===== src/adcsq_regs.svh =====
`ifndef ADCSQ_REGS_SVH
`define ADCSQ_REGS_SVH
// register byte offsets
`define ADCSQ_OFF_CTRL0 8'h00
`define ADCSQ_OFF_CTRL2 8'h04
`define ADCSQ_OFF_RESH 8'h08
`define ADCSQ_OFF_RESL 8'h0c
`define ADCSQ_OFF_STAT 8'h10
`define ADCSQ_OFF_PORT 8'h14
`define ADCSQ_OFF_AMASK 8'h18
`define ADCSQ_OFF_CMODE 8'h1c
// field positions
`define ADCSQ_B_ON 0
`define ADCSQ_B_GO 1
`define ADCSQ_F_CHAN 5:2
`define ADCSQ_B_CAL 7
`define ADCSQ_B_JUST 7
`define ADCSQ_F_ACQ 5:3
`define ADCSQ_F_CLK 2:0
`define ADCSQ_B_DONE 0
// reset values and codes
`define ADCSQ_RST_AMASK 13'h1fff
`define ADCSQ_TRIG_MODE 4'hb
// timing
`define ADCSQ_CONV_TADS 5'h0b
`define ADCSQ_RECOV_TADS 5'h02
`define ADCSQ_CLK_NS 100
`define ADCSQ_TCY_NS 400
`define ADCSQ_TCY_CYC ((`ADCSQ_TCY_NS + `ADCSQ_CLK_NS - 1) / `ADCSQ_CLK_NS)
`endif


===== src/adcsq_pkg.sv =====
package adcsq_pkg;
    typedef enum logic [4:0] {
        ST_IDLE = 5'h01,
        ST_DLY = 5'h02,
        ST_ACQ = 5'h04,
        ST_CONV = 5'h08,
        ST_RECOV = 5'h10
    } adcsq_state_e;
    typedef logic [9:0] adcsq_res_t;
endpackage


===== src/adcsq_top.sv =====
// The AHB-Lite register port and the address map were decided locally.
`timescale 1ns/1ns
`include "adcsq_regs.svh"
// Overview of operation
// zero acquisition: start ends sampling, converts
// software times acquisition when field zero
// acquisition field bits 5:3, resets zero
// nonzero field: sample selected periods, convert
// code 010 gives four bit periods
// done clears start, sets flag, resamples
// no status separates acquisition from conversion
// conversion lasts exactly eleven bit periods
// clock select decodes divider or RC
// zero acquisition delays start one instruction
// clearing start aborts, result kept
// two bit periods wait, then resample
// do not start while turning on
// compare trigger sets start, clears timer
// disabled converter ignores trigger, timer cleared
// calibration request makes offset dummy conversion
// calibrate after reset and big changes
// analog pins read zero from port
// acquisition field decodes to bit periods
// start bit one while busy
// RC clock adds one instruction delay
// justify bit selects right or left
// disable or reset aborts to idle
module adcsq_top (
    input wire logic I_CLK,
    input wire logic I_SRST,
    input wire logic I_CE,
    input wire logic I_HSEL,
    input wire logic [31:0] I_HADDR,
    input wire logic [1:0] I_HTRANS,
    input wire logic I_HWRITE,
    input wire logic [2:0] I_HSIZE,
    input wire logic [31:0] I_HWDATA,
    input wire logic I_HREADY,
    input wire logic I_RC_CLK,
    input wire logic I_SPECIAL_TRIG,
    input wire adcsq_pkg::adcsq_res_t I_CORE_RESULT,
    input wire logic [12:0] I_PORT_PIN,
    output logic [31:0] O_HRDATA,
    output logic O_HREADYOUT,
    output logic O_HRESP,
    output logic O_SAMPLE,
    output logic O_CONVERTING,
    output logic O_CONV_START,
    output logic O_CAL_MODE,
    output logic [3:0] O_CHANNEL,
    output logic O_TIMER_CLR,
    output logic O_DONE_FLAG
);
    import adcsq_pkg::*;

    logic on_ff, go_ff, cal_req_ff, cal_run_ff, just_ff, irq_ff;
    logic [3:0] chan_ff, cmode_ff;
    logic [2:0] acq_ff, clks_ff, dly_ff;
    logic [7:0] resh_ff, resl_ff, wa_ff;
    adcsq_res_t offs_ff, corr;
    logic [12:0] amask_ff, pin_s1_ff, pin_s2_ff;
    logic rc_s1_ff, rc_s2_ff, rc_s3_ff;
    adcsq_state_e st_ff;
    logic [4:0] tad_ff, acq_n;
    logic [5:0] pre_ff;
    logic wr_ff, sample_ff, cstart_ff, tclr_ff;
    logic [31:0] rdata;
    logic rc_sel, pre_end, tick, wr, sw_ctl, done, trig_go;

    function automatic logic hit(input logic [7:0] a, input logic [7:0] off);
        return a[7:2] == off[7:2];
    endfunction

    function automatic logic [6:0] div_of(input logic [2:0] s);
        case (s)
            3'h0: return 7'h02;
            3'h4: return 7'h04;
            3'h1: return 7'h08;
            3'h5: return 7'h10;
            3'h2: return 7'h20;
            3'h6: return 7'h40;
            default: return 7'h02;
        endcase
    endfunction

    function automatic logic [4:0] acq_of(input logic [2:0] s);
        case (s)
            3'h0: return 5'h00;
            3'h1: return 5'h02;
            3'h2: return 5'h04;
            3'h3: return 5'h06;
            3'h4: return 5'h08;
            3'h5: return 5'h0c;
            3'h6: return 5'h10;
            default: return 5'h14;
        endcase
    endfunction

    //----------------------------------------
    // conversion clock
    //----------------------------------------
    assign rc_sel = clks_ff[1:0] == 2'h3;
    assign pre_end = pre_ff == 6'(div_of(clks_ff) - 7'h01);
    assign tick = I_CE & (rc_sel ? (rc_s2_ff & ~rc_s3_ff) : pre_end);
    assign acq_n = acq_of(acq_ff);
    assign wr = I_CE & wr_ff;
    assign sw_ctl = wr & hit(wa_ff, `ADCSQ_OFF_CTRL0);
    assign done = tick & on_ff & go_ff & (st_ff == ST_CONV) & (tad_ff == `ADCSQ_CONV_TADS - 5'h01);
    assign trig_go = I_CE & I_SPECIAL_TRIG & on_ff & (cmode_ff == `ADCSQ_TRIG_MODE);
    assign corr = (I_CORE_RESULT > offs_ff) ? I_CORE_RESULT - offs_ff : 10'h000;

    always_ff @(posedge I_CLK) begin
        if (I_SRST) begin
            rc_s1_ff <= 1'b0;
            rc_s2_ff <= 1'b0;
            rc_s3_ff <= 1'b0;
            pin_s1_ff <= 13'h0000;
            pin_s2_ff <= 13'h0000;
            pre_ff <= 6'h00;
        end else if (I_CE) begin
            rc_s1_ff <= I_RC_CLK;
            rc_s2_ff <= rc_s1_ff;
            rc_s3_ff <= rc_s2_ff;
            pin_s1_ff <= I_PORT_PIN;
            pin_s2_ff <= pin_s1_ff;
            // divider restarts when a run begins, so the first bit period is a whole one
            pre_ff <= (rc_sel | pre_end | (st_ff == ST_IDLE) | (st_ff == ST_DLY)) ? 6'h00 : pre_ff + 6'h01;
        end
    end

    //----------------------------------------
    // bus slave
    //----------------------------------------
    always_comb begin
        rdata = 32'h0000_0000;
        if (hit(I_HADDR[7:0], `ADCSQ_OFF_CTRL0))
            rdata = {24'h0, cal_req_ff, 1'b0, chan_ff, go_ff, on_ff};
        else if (hit(I_HADDR[7:0], `ADCSQ_OFF_CTRL2))
            rdata = {24'h0, just_ff, 1'b0, acq_ff, clks_ff};
        else if (hit(I_HADDR[7:0], `ADCSQ_OFF_RESH))
            rdata = {24'h0, resh_ff};
        else if (hit(I_HADDR[7:0], `ADCSQ_OFF_RESL))
            rdata = {24'h0, resl_ff};
        else if (hit(I_HADDR[7:0], `ADCSQ_OFF_STAT))
            rdata = {31'h0, irq_ff};
        else if (hit(I_HADDR[7:0], `ADCSQ_OFF_PORT))
            rdata = {19'h0, pin_s2_ff & ~amask_ff};
        else if (hit(I_HADDR[7:0], `ADCSQ_OFF_AMASK))
            rdata = {19'h0, amask_ff};
        else if (hit(I_HADDR[7:0], `ADCSQ_OFF_CMODE))
            rdata = {28'h0, cmode_ff};
    end

    always_ff @(posedge I_CLK) begin
        if (I_SRST) begin
            wr_ff <= 1'b0;
            wa_ff <= 8'h00;
            O_HRDATA <= 32'h0000_0000;
            O_HREADYOUT <= 1'b1;
            O_HRESP <= 1'b0;
        end else if (I_CE) begin
            wr_ff <= I_HSEL & I_HTRANS[1] & I_HWRITE & I_HREADY;
            wa_ff <= I_HADDR[7:0];
            if (I_HSEL & I_HTRANS[1] & ~I_HWRITE & I_HREADY)
                O_HRDATA <= rdata;
        end
    end

    //----------------------------------------
    // control registers
    //----------------------------------------
    always_ff @(posedge I_CLK) begin
        if (I_SRST) begin
            on_ff <= 1'b0;
            chan_ff <= 4'h0;
            cal_req_ff <= 1'b0;
            acq_ff <= 3'h0;
            clks_ff <= 3'h0;
            just_ff <= 1'b0;
            amask_ff <= `ADCSQ_RST_AMASK;
            cmode_ff <= 4'h0;
        end else if (I_CE) begin
            if (done & cal_run_ff)
                cal_req_ff <= 1'b0;
            if (sw_ctl) begin
                on_ff <= I_HWDATA[`ADCSQ_B_ON];
                chan_ff <= I_HWDATA[`ADCSQ_F_CHAN];
                cal_req_ff <= I_HWDATA[`ADCSQ_B_CAL];
            end
            if (wr & hit(wa_ff, `ADCSQ_OFF_CTRL2)) begin
                just_ff <= I_HWDATA[`ADCSQ_B_JUST];
                acq_ff <= I_HWDATA[`ADCSQ_F_ACQ];
                clks_ff <= I_HWDATA[`ADCSQ_F_CLK];
            end
            if (wr & hit(wa_ff, `ADCSQ_OFF_AMASK))
                amask_ff <= I_HWDATA[12:0];
            if (wr & hit(wa_ff, `ADCSQ_OFF_CMODE))
                cmode_ff <= I_HWDATA[3:0];
        end
    end

    // start flag: the trigger set wins over the done clear and a software write; reset and disable keep it clear
    always_ff @(posedge I_CLK) begin
        if (I_SRST) begin
            go_ff <= 1'b0;
        end else if (I_CE) begin
            if (~on_ff | done)
                go_ff <= 1'b0;
            if (sw_ctl)
                go_ff <= I_HWDATA[`ADCSQ_B_GO] & I_HWDATA[`ADCSQ_B_ON];
            if (trig_go)
                go_ff <= 1'b1;
        end
    end

    always_ff @(posedge I_CLK) begin
        if (I_SRST) begin
            irq_ff <= 1'b0;
            tclr_ff <= 1'b0;
        end else if (I_CE) begin
            if (wr & hit(wa_ff, `ADCSQ_OFF_STAT) & I_HWDATA[`ADCSQ_B_DONE])
                irq_ff <= 1'b0;
            if (done)
                irq_ff <= 1'b1;
            tclr_ff <= I_SPECIAL_TRIG & (cmode_ff == `ADCSQ_TRIG_MODE);
        end
    end

    // result pair: a completed conversion outside calibration wins over a software write
    always_ff @(posedge I_CLK) begin
        if (I_SRST) begin
            resh_ff <= 8'h00;
            resl_ff <= 8'h00;
            offs_ff <= 10'h000;
        end else if (I_CE) begin
            if (wr & hit(wa_ff, `ADCSQ_OFF_RESH))
                resh_ff <= I_HWDATA[7:0];
            if (wr & hit(wa_ff, `ADCSQ_OFF_RESL))
                resl_ff <= I_HWDATA[7:0];
            if (done & cal_run_ff) begin
                offs_ff <= I_CORE_RESULT;
            end else if (done & just_ff) begin
                resh_ff <= {6'h00, corr[9:8]};
                resl_ff <= corr[7:0];
            end else if (done) begin
                resh_ff <= corr[9:2];
                resl_ff <= {corr[1:0], 6'h00};
            end
        end
    end

    //----------------------------------------
    // sequencer
    //----------------------------------------
    always_ff @(posedge I_CLK) begin
        if (I_SRST) begin
            st_ff <= ST_IDLE;
            tad_ff <= 5'h00;
            dly_ff <= 3'h0;
            cal_run_ff <= 1'b0;
            cstart_ff <= 1'b0;
            sample_ff <= 1'b0;
        end else if (I_CE) begin
            cstart_ff <= 1'b0;
            sample_ff <= on_ff & ((st_ff == ST_IDLE & ~go_ff) | st_ff == ST_ACQ
                | (st_ff == ST_DLY & acq_ff != 3'h0));
            if (~on_ff) begin
                st_ff <= ST_IDLE;
                cal_run_ff <= 1'b0;
            end else begin
                case (st_ff)
                    ST_IDLE: begin
                        if (go_ff) begin
                            cal_run_ff <= cal_req_ff;
                            tad_ff <= 5'h00;
                            dly_ff <= 3'h0;
                            st_ff <= (acq_ff == 3'h0 | rc_sel) ? ST_DLY : ST_ACQ;
                        end
                    end
                    ST_DLY: begin
                        if (~go_ff) begin
                            st_ff <= ST_RECOV;
                        end else if (dly_ff == 3'(`ADCSQ_TCY_CYC - 1)) begin
                            st_ff <= (acq_ff == 3'h0) ? ST_CONV : ST_ACQ;
                            cstart_ff <= acq_ff == 3'h0;
                        end else begin
                            dly_ff <= dly_ff + 3'h1;
                        end
                    end
                    ST_ACQ: begin
                        if (~go_ff) begin
                            st_ff <= ST_RECOV;
                            tad_ff <= 5'h00;
                        end else if (tick & (tad_ff + 5'h01 >= acq_n)) begin
                            st_ff <= ST_CONV;
                            tad_ff <= 5'h00;
                            cstart_ff <= 1'b1;
                        end else if (tick) begin
                            tad_ff <= tad_ff + 5'h01;
                        end
                    end
                    ST_CONV: begin
                        if (~go_ff | done) begin
                            st_ff <= ST_RECOV;
                            tad_ff <= 5'h00;
                            cal_run_ff <= 1'b0;
                        end else if (tick) begin
                            tad_ff <= tad_ff + 5'h01;
                        end
                    end
                    ST_RECOV: begin
                        if (tick & (tad_ff == `ADCSQ_RECOV_TADS - 5'h01)) begin
                            st_ff <= ST_IDLE;
                            tad_ff <= 5'h00;
                        end else if (tick) begin
                            tad_ff <= tad_ff + 5'h01;
                        end
                    end
                    default: st_ff <= ST_IDLE;
                endcase
            end
        end
    end

    assign O_SAMPLE = sample_ff;
    assign O_CONVERTING = st_ff[3];
    assign O_CONV_START = cstart_ff;
    assign O_CAL_MODE = cal_run_ff;
    assign O_CHANNEL = chan_ff;
    assign O_TIMER_CLR = tclr_ff;
    assign O_DONE_FLAG = irq_ff;
endmodule


===== config.mk =====
export PLATFORM = sky130hd
export DESIGN_NAME = adcsq_top
export DESIGN_NICKNAME = d
export VERILOG_FILES = /design/src/adcsq_pkg.sv /design/src/adcsq_top.sv
export VERILOG_INCLUDE_DIRS = /design/src
export SDC_FILE = /design/constraint.sdc
export NUM_CORES = 1
export LEC_CHECK = 0
export CORE_MARGIN = 2
export CORE_UTILIZATION = 35
export DETAILED_ROUTE_END_ITERATION = 7
export DONT_BUFFER_PORTS = 1
export GPL_TIMING_DRIVEN = 0
export PLACE_DENSITY = 0.6
export SETUP_SLACK_MARGIN = 0.4
export SYNTH_ARGS = -nofsm -noshare
export SYNTH_HDL_FRONTEND = slang
export SYNTH_SLANG_ARGS = --single-unit
export TNS_END_PERCENT = 1

===== constraint.sdc =====
create_clock -name I_CLK -period 4.05 [get_ports I_CLK]
set_input_delay 0.405 -clock I_CLK [delete_from_list [all_inputs] [get_ports I_CLK]]
set_output_delay 0.405 -clock I_CLK [all_outputs]
set_load 0.02 [all_outputs]

**Yosys cells after proc, flatten, opt, wreduce, memory -nomap -nowiden**

Cells that the tools add are included.

- Register bits: 151
- Input bits: 100
- Output and inout bits: 44
- Logic and storage cells: 208

- $add $sub $neg: 5
- Order comparisons: 2
- Equal/unequal tests: 44
- Muxes and demuxes: 60
- Bitwise logic cells: 46
- Reductions and logical operators: 22

Operator list:

| cell | count |
|---|---|
| $mux W13 | 7 |
| $mux W5 | 14 |
| $mux W8 | 8 |
| $eq A6 B3 Y1 const B | 7 |
| $pmux W5 S7 | 1 |
| $and A1 B1 Y1 | 32 |
| $pmux W6 S5 | 1 |
| $pmux W5 S5 | 1 |
| $eq A6 B2 Y1 const B | 4 |
| $pmux W5 S4 | 1 |
| $eq A3 B3 Y1 const B | 6 |
| $reduce_and A2 Y1 | 9 |
| $mux W1 | 16 |
| $and A13 B13 Y13 | 1 |
| $not A13 Y13 | 1 |
| $eq A3 B2 Y1 const B | 4 |
| $eq A6 B1 Y1 const B | 2 |
| $logic_not A6 Y1 | 2 |
| $mux W3 | 4 |
| $reduce_and A6 Y1 | 2 |
| $eq A5 B1 Y1 const B | 2 |
| $eq A5 B4 Y1 const B | 2 |
| $gt A10 B10 Y1 | 1 |
| $mux W10 | 1 |
| other kinds (29) | 50 |

**Depth between registers and ports, before layout**

- Word-level depth: 14
- Mapped depth: 12

**Least setup slack after synthesis**

Ideal clock, no wire load.

- Path kind: flip-flop to flip-flop
- From: register clks_ff[1]
- To: register st_ff[2]
- Setup time: 0.088 ns
- Arrival: 2.399 ns
- Required time: 3.962 ns
- Path slack: 1.563 ns
- Stages on the path, launching flop included: 9
- Path buffers: 1
- Cells stage by stage: dfxtp_1 > buf_6 > nor2b_1 > or3_4 > a221oi_4 > a32oi_2 > a211o_1 > or3_4 > o32ai_2

- Word-level cells in the longest chain between the ends: 13

RTL lines:

| what | RTL line | text |
|---|---|---|
| from (decl) | adcsq_top.sv:58 | `logic [2:0] acq_ff, clks_ff, dly_ff;` |
| from (signal assigned) | adcsq_top.sv:193 | `` clks_ff <= I_HWDATA[`ADCSQ_F_CLK]; `` |
| $eq A3 B3 Y1 (tied with other cells) | adcsq_top.sv:75 | `case (s)` |
| $pmux W6 S5 | adcsq_top.sv:75 |  |
| $sub A6 B1 Y6 | adcsq_top.sv:103 | `assign pre_end = pre_ff == 6'(div_of(clks_ff) - 7'h01);` |
| $eq A6 B6 Y1 | adcsq_top.sv:103 |  |
| $mux W1 | adcsq_top.sv:104 | `assign tick = I_CE & (rc_sel ? (rc_s2_ff & ~rc_s3_ff) : pre_end);` |
| $and A1 B1 Y1 | adcsq_top.sv:104 |  |
| $and A1 B1 Y1 (4 in series) | adcsq_top.sv:108 | `` assign done = tick & on_ff & go_ff & (st_ff == ST_CONV) & (tad_ff == `ADCSQ_CONV_TADS - 5'h01); `` |
| $or A1 B1 Y1 | adcsq_top.sv:303 | `if (~go_ff \| done) begin` |
| $ne A3 B2 Y1 (no source line) | n/a |  |
| $reduce_and A6 Y1 (no source line) | n/a |  |
| to (signal assigned) | adcsq_top.sv:277 | `st_ff <= (acq_ff == 3'h0 \| rc_sel) ? ST_DLY : ST_ACQ;` |
| to (signal assigned) | adcsq_top.sv:284 | `st_ff <= (acq_ff == 3'h0) ? ST_CONV : ST_ACQ;` |
| to (decl) | adcsq_top.sv:63 | `adcsq_state_e st_ff;` |

Parallel ways exist; a longest one is shown, timed or not. The select of a mux whose other input is x is not followed.
A chain may end at the register's enable or synchronous reset.

**Worst setup path in the final report**

- From: register clks_ff[0]
- To: register resh_ff[2]

- Word-level cells in the longest chain between the ends: 13

RTL lines:

| what | RTL line | text |
|---|---|---|
| $eq A3 B3 Y1 (tied with other cells) | adcsq_top.sv:75 |  |
| $pmux W6 S5 | adcsq_top.sv:75 |  |
| $sub A6 B1 Y6 | adcsq_top.sv:103 |  |
| $eq A6 B6 Y1 | adcsq_top.sv:103 |  |
| $mux W1 (*) | adcsq_top.sv:104 |  |
| $and A1 B1 Y1 (*) | adcsq_top.sv:104 |  |
| $and A1 B1 Y1 (*) (4 in series) | adcsq_top.sv:108 |  |
| $mux W8 / $and A1 B1 Y1 (equally long branches) | adcsq_top.sv:245, adcsq_top.sv:242 |  |
| $mux W8 | adcsq_top.sv:242 | `end else if (done & just_ff) begin` |
| $mux W8 (*) | adcsq_top.sv:240 | `if (done & cal_run_ff) begin` |
| to (signal assigned) | adcsq_top.sv:237 | `resh_ff <= I_HWDATA[7:0];` |
| to (signal assigned) | adcsq_top.sv:243 | `resh_ff <= {6'h00, corr[9:8]};` |
| to (signal assigned) | adcsq_top.sv:246 | `resh_ff <= corr[9:2];` |
| to (decl) | adcsq_top.sv:59 | `logic [7:0] resh_ff, resl_ff, wa_ff;` |

Every way passes the cells marked *; elsewhere a longest branch is shown, timed or not.

==> out/qor.csv <==
stage,metric,value,unit
synthesis,most common flop cell mapped by yosys,dfxtp_1,
cells_and_area,"most common cell after layout, fill and taps aside",dfxtp_1,
timing,fin crit share,0.733,
clock_network,post-CTS sizing,0,
timing,Slew HR,0.0585,
die,chip width,145,um
place,area post-placement,7340,um2
drt,Routed wire per std cell,17.8,um
drt,DR iter-0 viols,446,
synthesis,Syn Inst Count,826,
cells_and_area,Final #Nets,985,
synthesis,number of synthesized flops with an enable pin,0,
place,Port Buffers,0,
drt,vias per cell,5.22,
worst_setup_path,CP Max Fanout,10,
global_route,initial antenna violation count,1,
die,cell row count,51,
power,Peak VDD IR,211,uV
timing,Final Hold Slack,0.115,ns
power,Sw Pwr,0.810,mW
clock_network,Clock Sinks,130,
clock_network,H-tree depth,4,
global_route,first-pass GRT wire length,31.5,mm
synthesis,asr flop ratio synth,0,
drt,TritonRoute pass-1 iters,5,
power,combinational share of power,0.071,
power,register share of total power,0.418,
power,Int Power,2.32,mW
cells_and_area,final instance area,7970,um2
die,die area,21000,um2
power,Clock Power Share,0.511,
timing,Max Freq,337,MHz
timing,Sum Neg Setup Slack,0,ns
synthesis,post-synth top area share,0.375,
timing,RSZ-0062 raised after global routing,no,
place,Routability Congestion,0.840,
synthesis,synth warn,0,
global_route,number of global-route vias before repair,5585,
timing,Max Slew Vio Count,0,
clock_network,Clock Latency Late Sink,0.43,ns
flow_run,max_cap viols,0,
power,PD cells,393,nW/um2
clock_network,clock root cell,clkbuf_16,
drt,total wire length,20.3,mm
synthesis,most area-hungry cell type in the Yosys netlist,dfxtp_1,
cells_and_area,FILL cells,1982,
global_route,Tot GR Track Use,0.198,
synthesis,Yosys reg bits,130,
die,die height,145,um
hold_path,Min-Delay Path Class,in2reg,
cells_and_area,Synth-to-Final Area Change,14.8,%
synthesis,syn_area_per_cell,8.40,um2
clock_network,Longest Clk Path Bufs,2,
power,leak pwr,3.11,nW
synthesis,Synth area leaders,"dfxtp_1, mux2i_1, nor2_1, nand2_1, a21oi_1",
outcome,status,completed,
worst_setup_path,"Arr. time, crit path",3.32,ns
synthesis,Syn Std Cell Area,6940,um2
global_route,largest net degree at the start of global routing,17,
worst_setup_path,type of origin of the critical path,flop,
place,Final HPWL DP,15.1,mm
timing,crit path time final,2.97,ns
worst_setup_path,CP Capture Type,flop,
clock_network,CTS Buf Count,17,
drt,Final ANT Viol Nets,0,
synthesis,part of the Yosys area used for sequential elements,0.375,
power,Overall Power,3.13,mW
power,Switching Fraction,0.259,
clock_network,clock transition at the register clock pins on the worst setup and hold paths after CTS,0.06,ns
clock_network,total setup buffers inserted after CTS,0,
timing,Final Setup Violations,0,
cells_and_area,layout cells sized above 1,0.101,
timing,Least-Margin Pin Slew,1.41,ns
worst_setup_path,Crit path required time,4.40,ns
clock_network,CTS Hold Buffers Added,0,
drt,via count,5966,
timing,endpoints failing hold,0,
die,initial core utilization,0.357,
cells_and_area,most frequent cells in the layout,"dfxtp_1, nor2_1, nand2_1",
die,Boundary Pins,144,
drt,DRC Markers,0,
die,area of the core,19500,um2
timing,Clock Skews,0.00733,ns
clock_network,CTS tree,built,
worst_setup_path,Crit Path Category,reg2reg,
global_route,GRT overflow,0,
synthesis,synth unique cells,70,
## state kept, by name, indices dropped and copies added (netlist names), 4 cells and up
signal	cells
O_CHANNEL	4
wa_ff	6
tad_ff	5
offs_ff	10
amask_ff	13
pin_s2_ff	13
resh_ff	8
cmode_ff	4
st_ff	5
pre_ff	6
pin_s1_ff	13
O_HRDATA	13
resl_ff	8
## area by class of cell
cell class              instances  area, um2  share of cell area
diodes                          1       2.50            0.000314
plain buffers                  65        333              0.0418
clock buffers                  18        439              0.0551
clock inverters                14        168              0.0210
inverters                      25       93.8              0.0118
multi-input cells             625       4000               0.502
flip-flops and latches        130       2600               0.327
well taps                     265        332              0.0416
## cells in the mapped netlist, types with 8 or more instances
master	number
a211o_1	14
a21oi_1	51
mux2_2	16
clkbuf_1	37
o22ai_1	13
dfxtp_1	130
inv_1	23
nand3_1	27
nand2_1	80
o21ai_0	23
nand2b_1	14
and3_1	18
nor2_1	109
mux2i_1	60
nor2b_1	14
nor3_1	14
nand4_1	8
xnor2_1	10
ha_1	20
buf_4	21
a22oi_1	14
## critical path, cell delays in order, from the launching register on
cell and delay, ns:
dfxtp_1 0.49, nor2b_1 0.13, or3_4 0.39, a221oi_4 0.36
a32oi_2 0.25, nor4_2 0.62, buf_2 0.32, nand3_1 0.16
a21oi_1 0.18
## routing by layer
| metal | GRT usage | up-vias | wire [um] |
|---|---|---|---|
| met5 | 0 | - | 0 |
| met4 | 0.0669 | 0 | 371 |
| met1 | 0.259 | 2799 | 9090 |
| met3 | 0.0628 | 28 | 1580 |
| met2 | 0.310 | 164 | 9240 |
| li1 | - | 2975 | - |
## worst paths after layout
| kind | startpoint | slack (ns) | depth (start not counted) | end |
|---|---|---|---|---|
| setup / recovery | clks_ff[0] | 1.08 | 8 | resh_ff[2] |
| setup reg to reg | clks_ff[0] | 1.08 | 8 | resh_ff[2] |
| hold reg to reg | wr_ff | 0.47 | 2 | wr_ff |
| hold / removal | I_HWDATA[4] | 0.12 | 2 | O_CHANNEL[2] |
## logic make-up (layout without fill, tap and decap cells)
logic type	Yosys count	count (layout)	synth area share
buffers and inverters	90	122	0.0615
AND/OR/NAND/NOR	322	322	0.224
adder cells (fa/ha/maj)	21	21	0.0389
XOR/XNOR	16	16	0.0202
multiplexers	76	76	0.112
other	2	22	0.00108
AO/OA/AOI/OAI	169	169	0.167
flip-flops	130	130	0.375
## power groups by stage
| stage | sequential [mW] | clock (mW) | combinational (mW) |
|---|---|---|---|
| 2_1_floorplan | 1.33 | 0 | 0.169 |
| 3_3_place_gp | 1.34 | 0 | 0.217 |
| 3_5_place_dp | 1.34 | 0 | 0.219 |
| 4_1_cts | 1.31 | 1.62 | 0.220 |
| 5_1_grt | 1.31 | 1.68 | 0.244 |
| 6_report | 1.31 | 1.60 | 0.221 |
## metrics by stage
stage	util	cells	worst slack (ns)
finish	0.409	1143	1.08
global route	0.409	1142	0.919
CTS	0.409	1142	1.13
detailed placement	0.377	1110	0.873
global placement	0.377	1110	0.894
floorplan	-	845	1.56
Note: power is estimated with default switching activity, not from simulation.
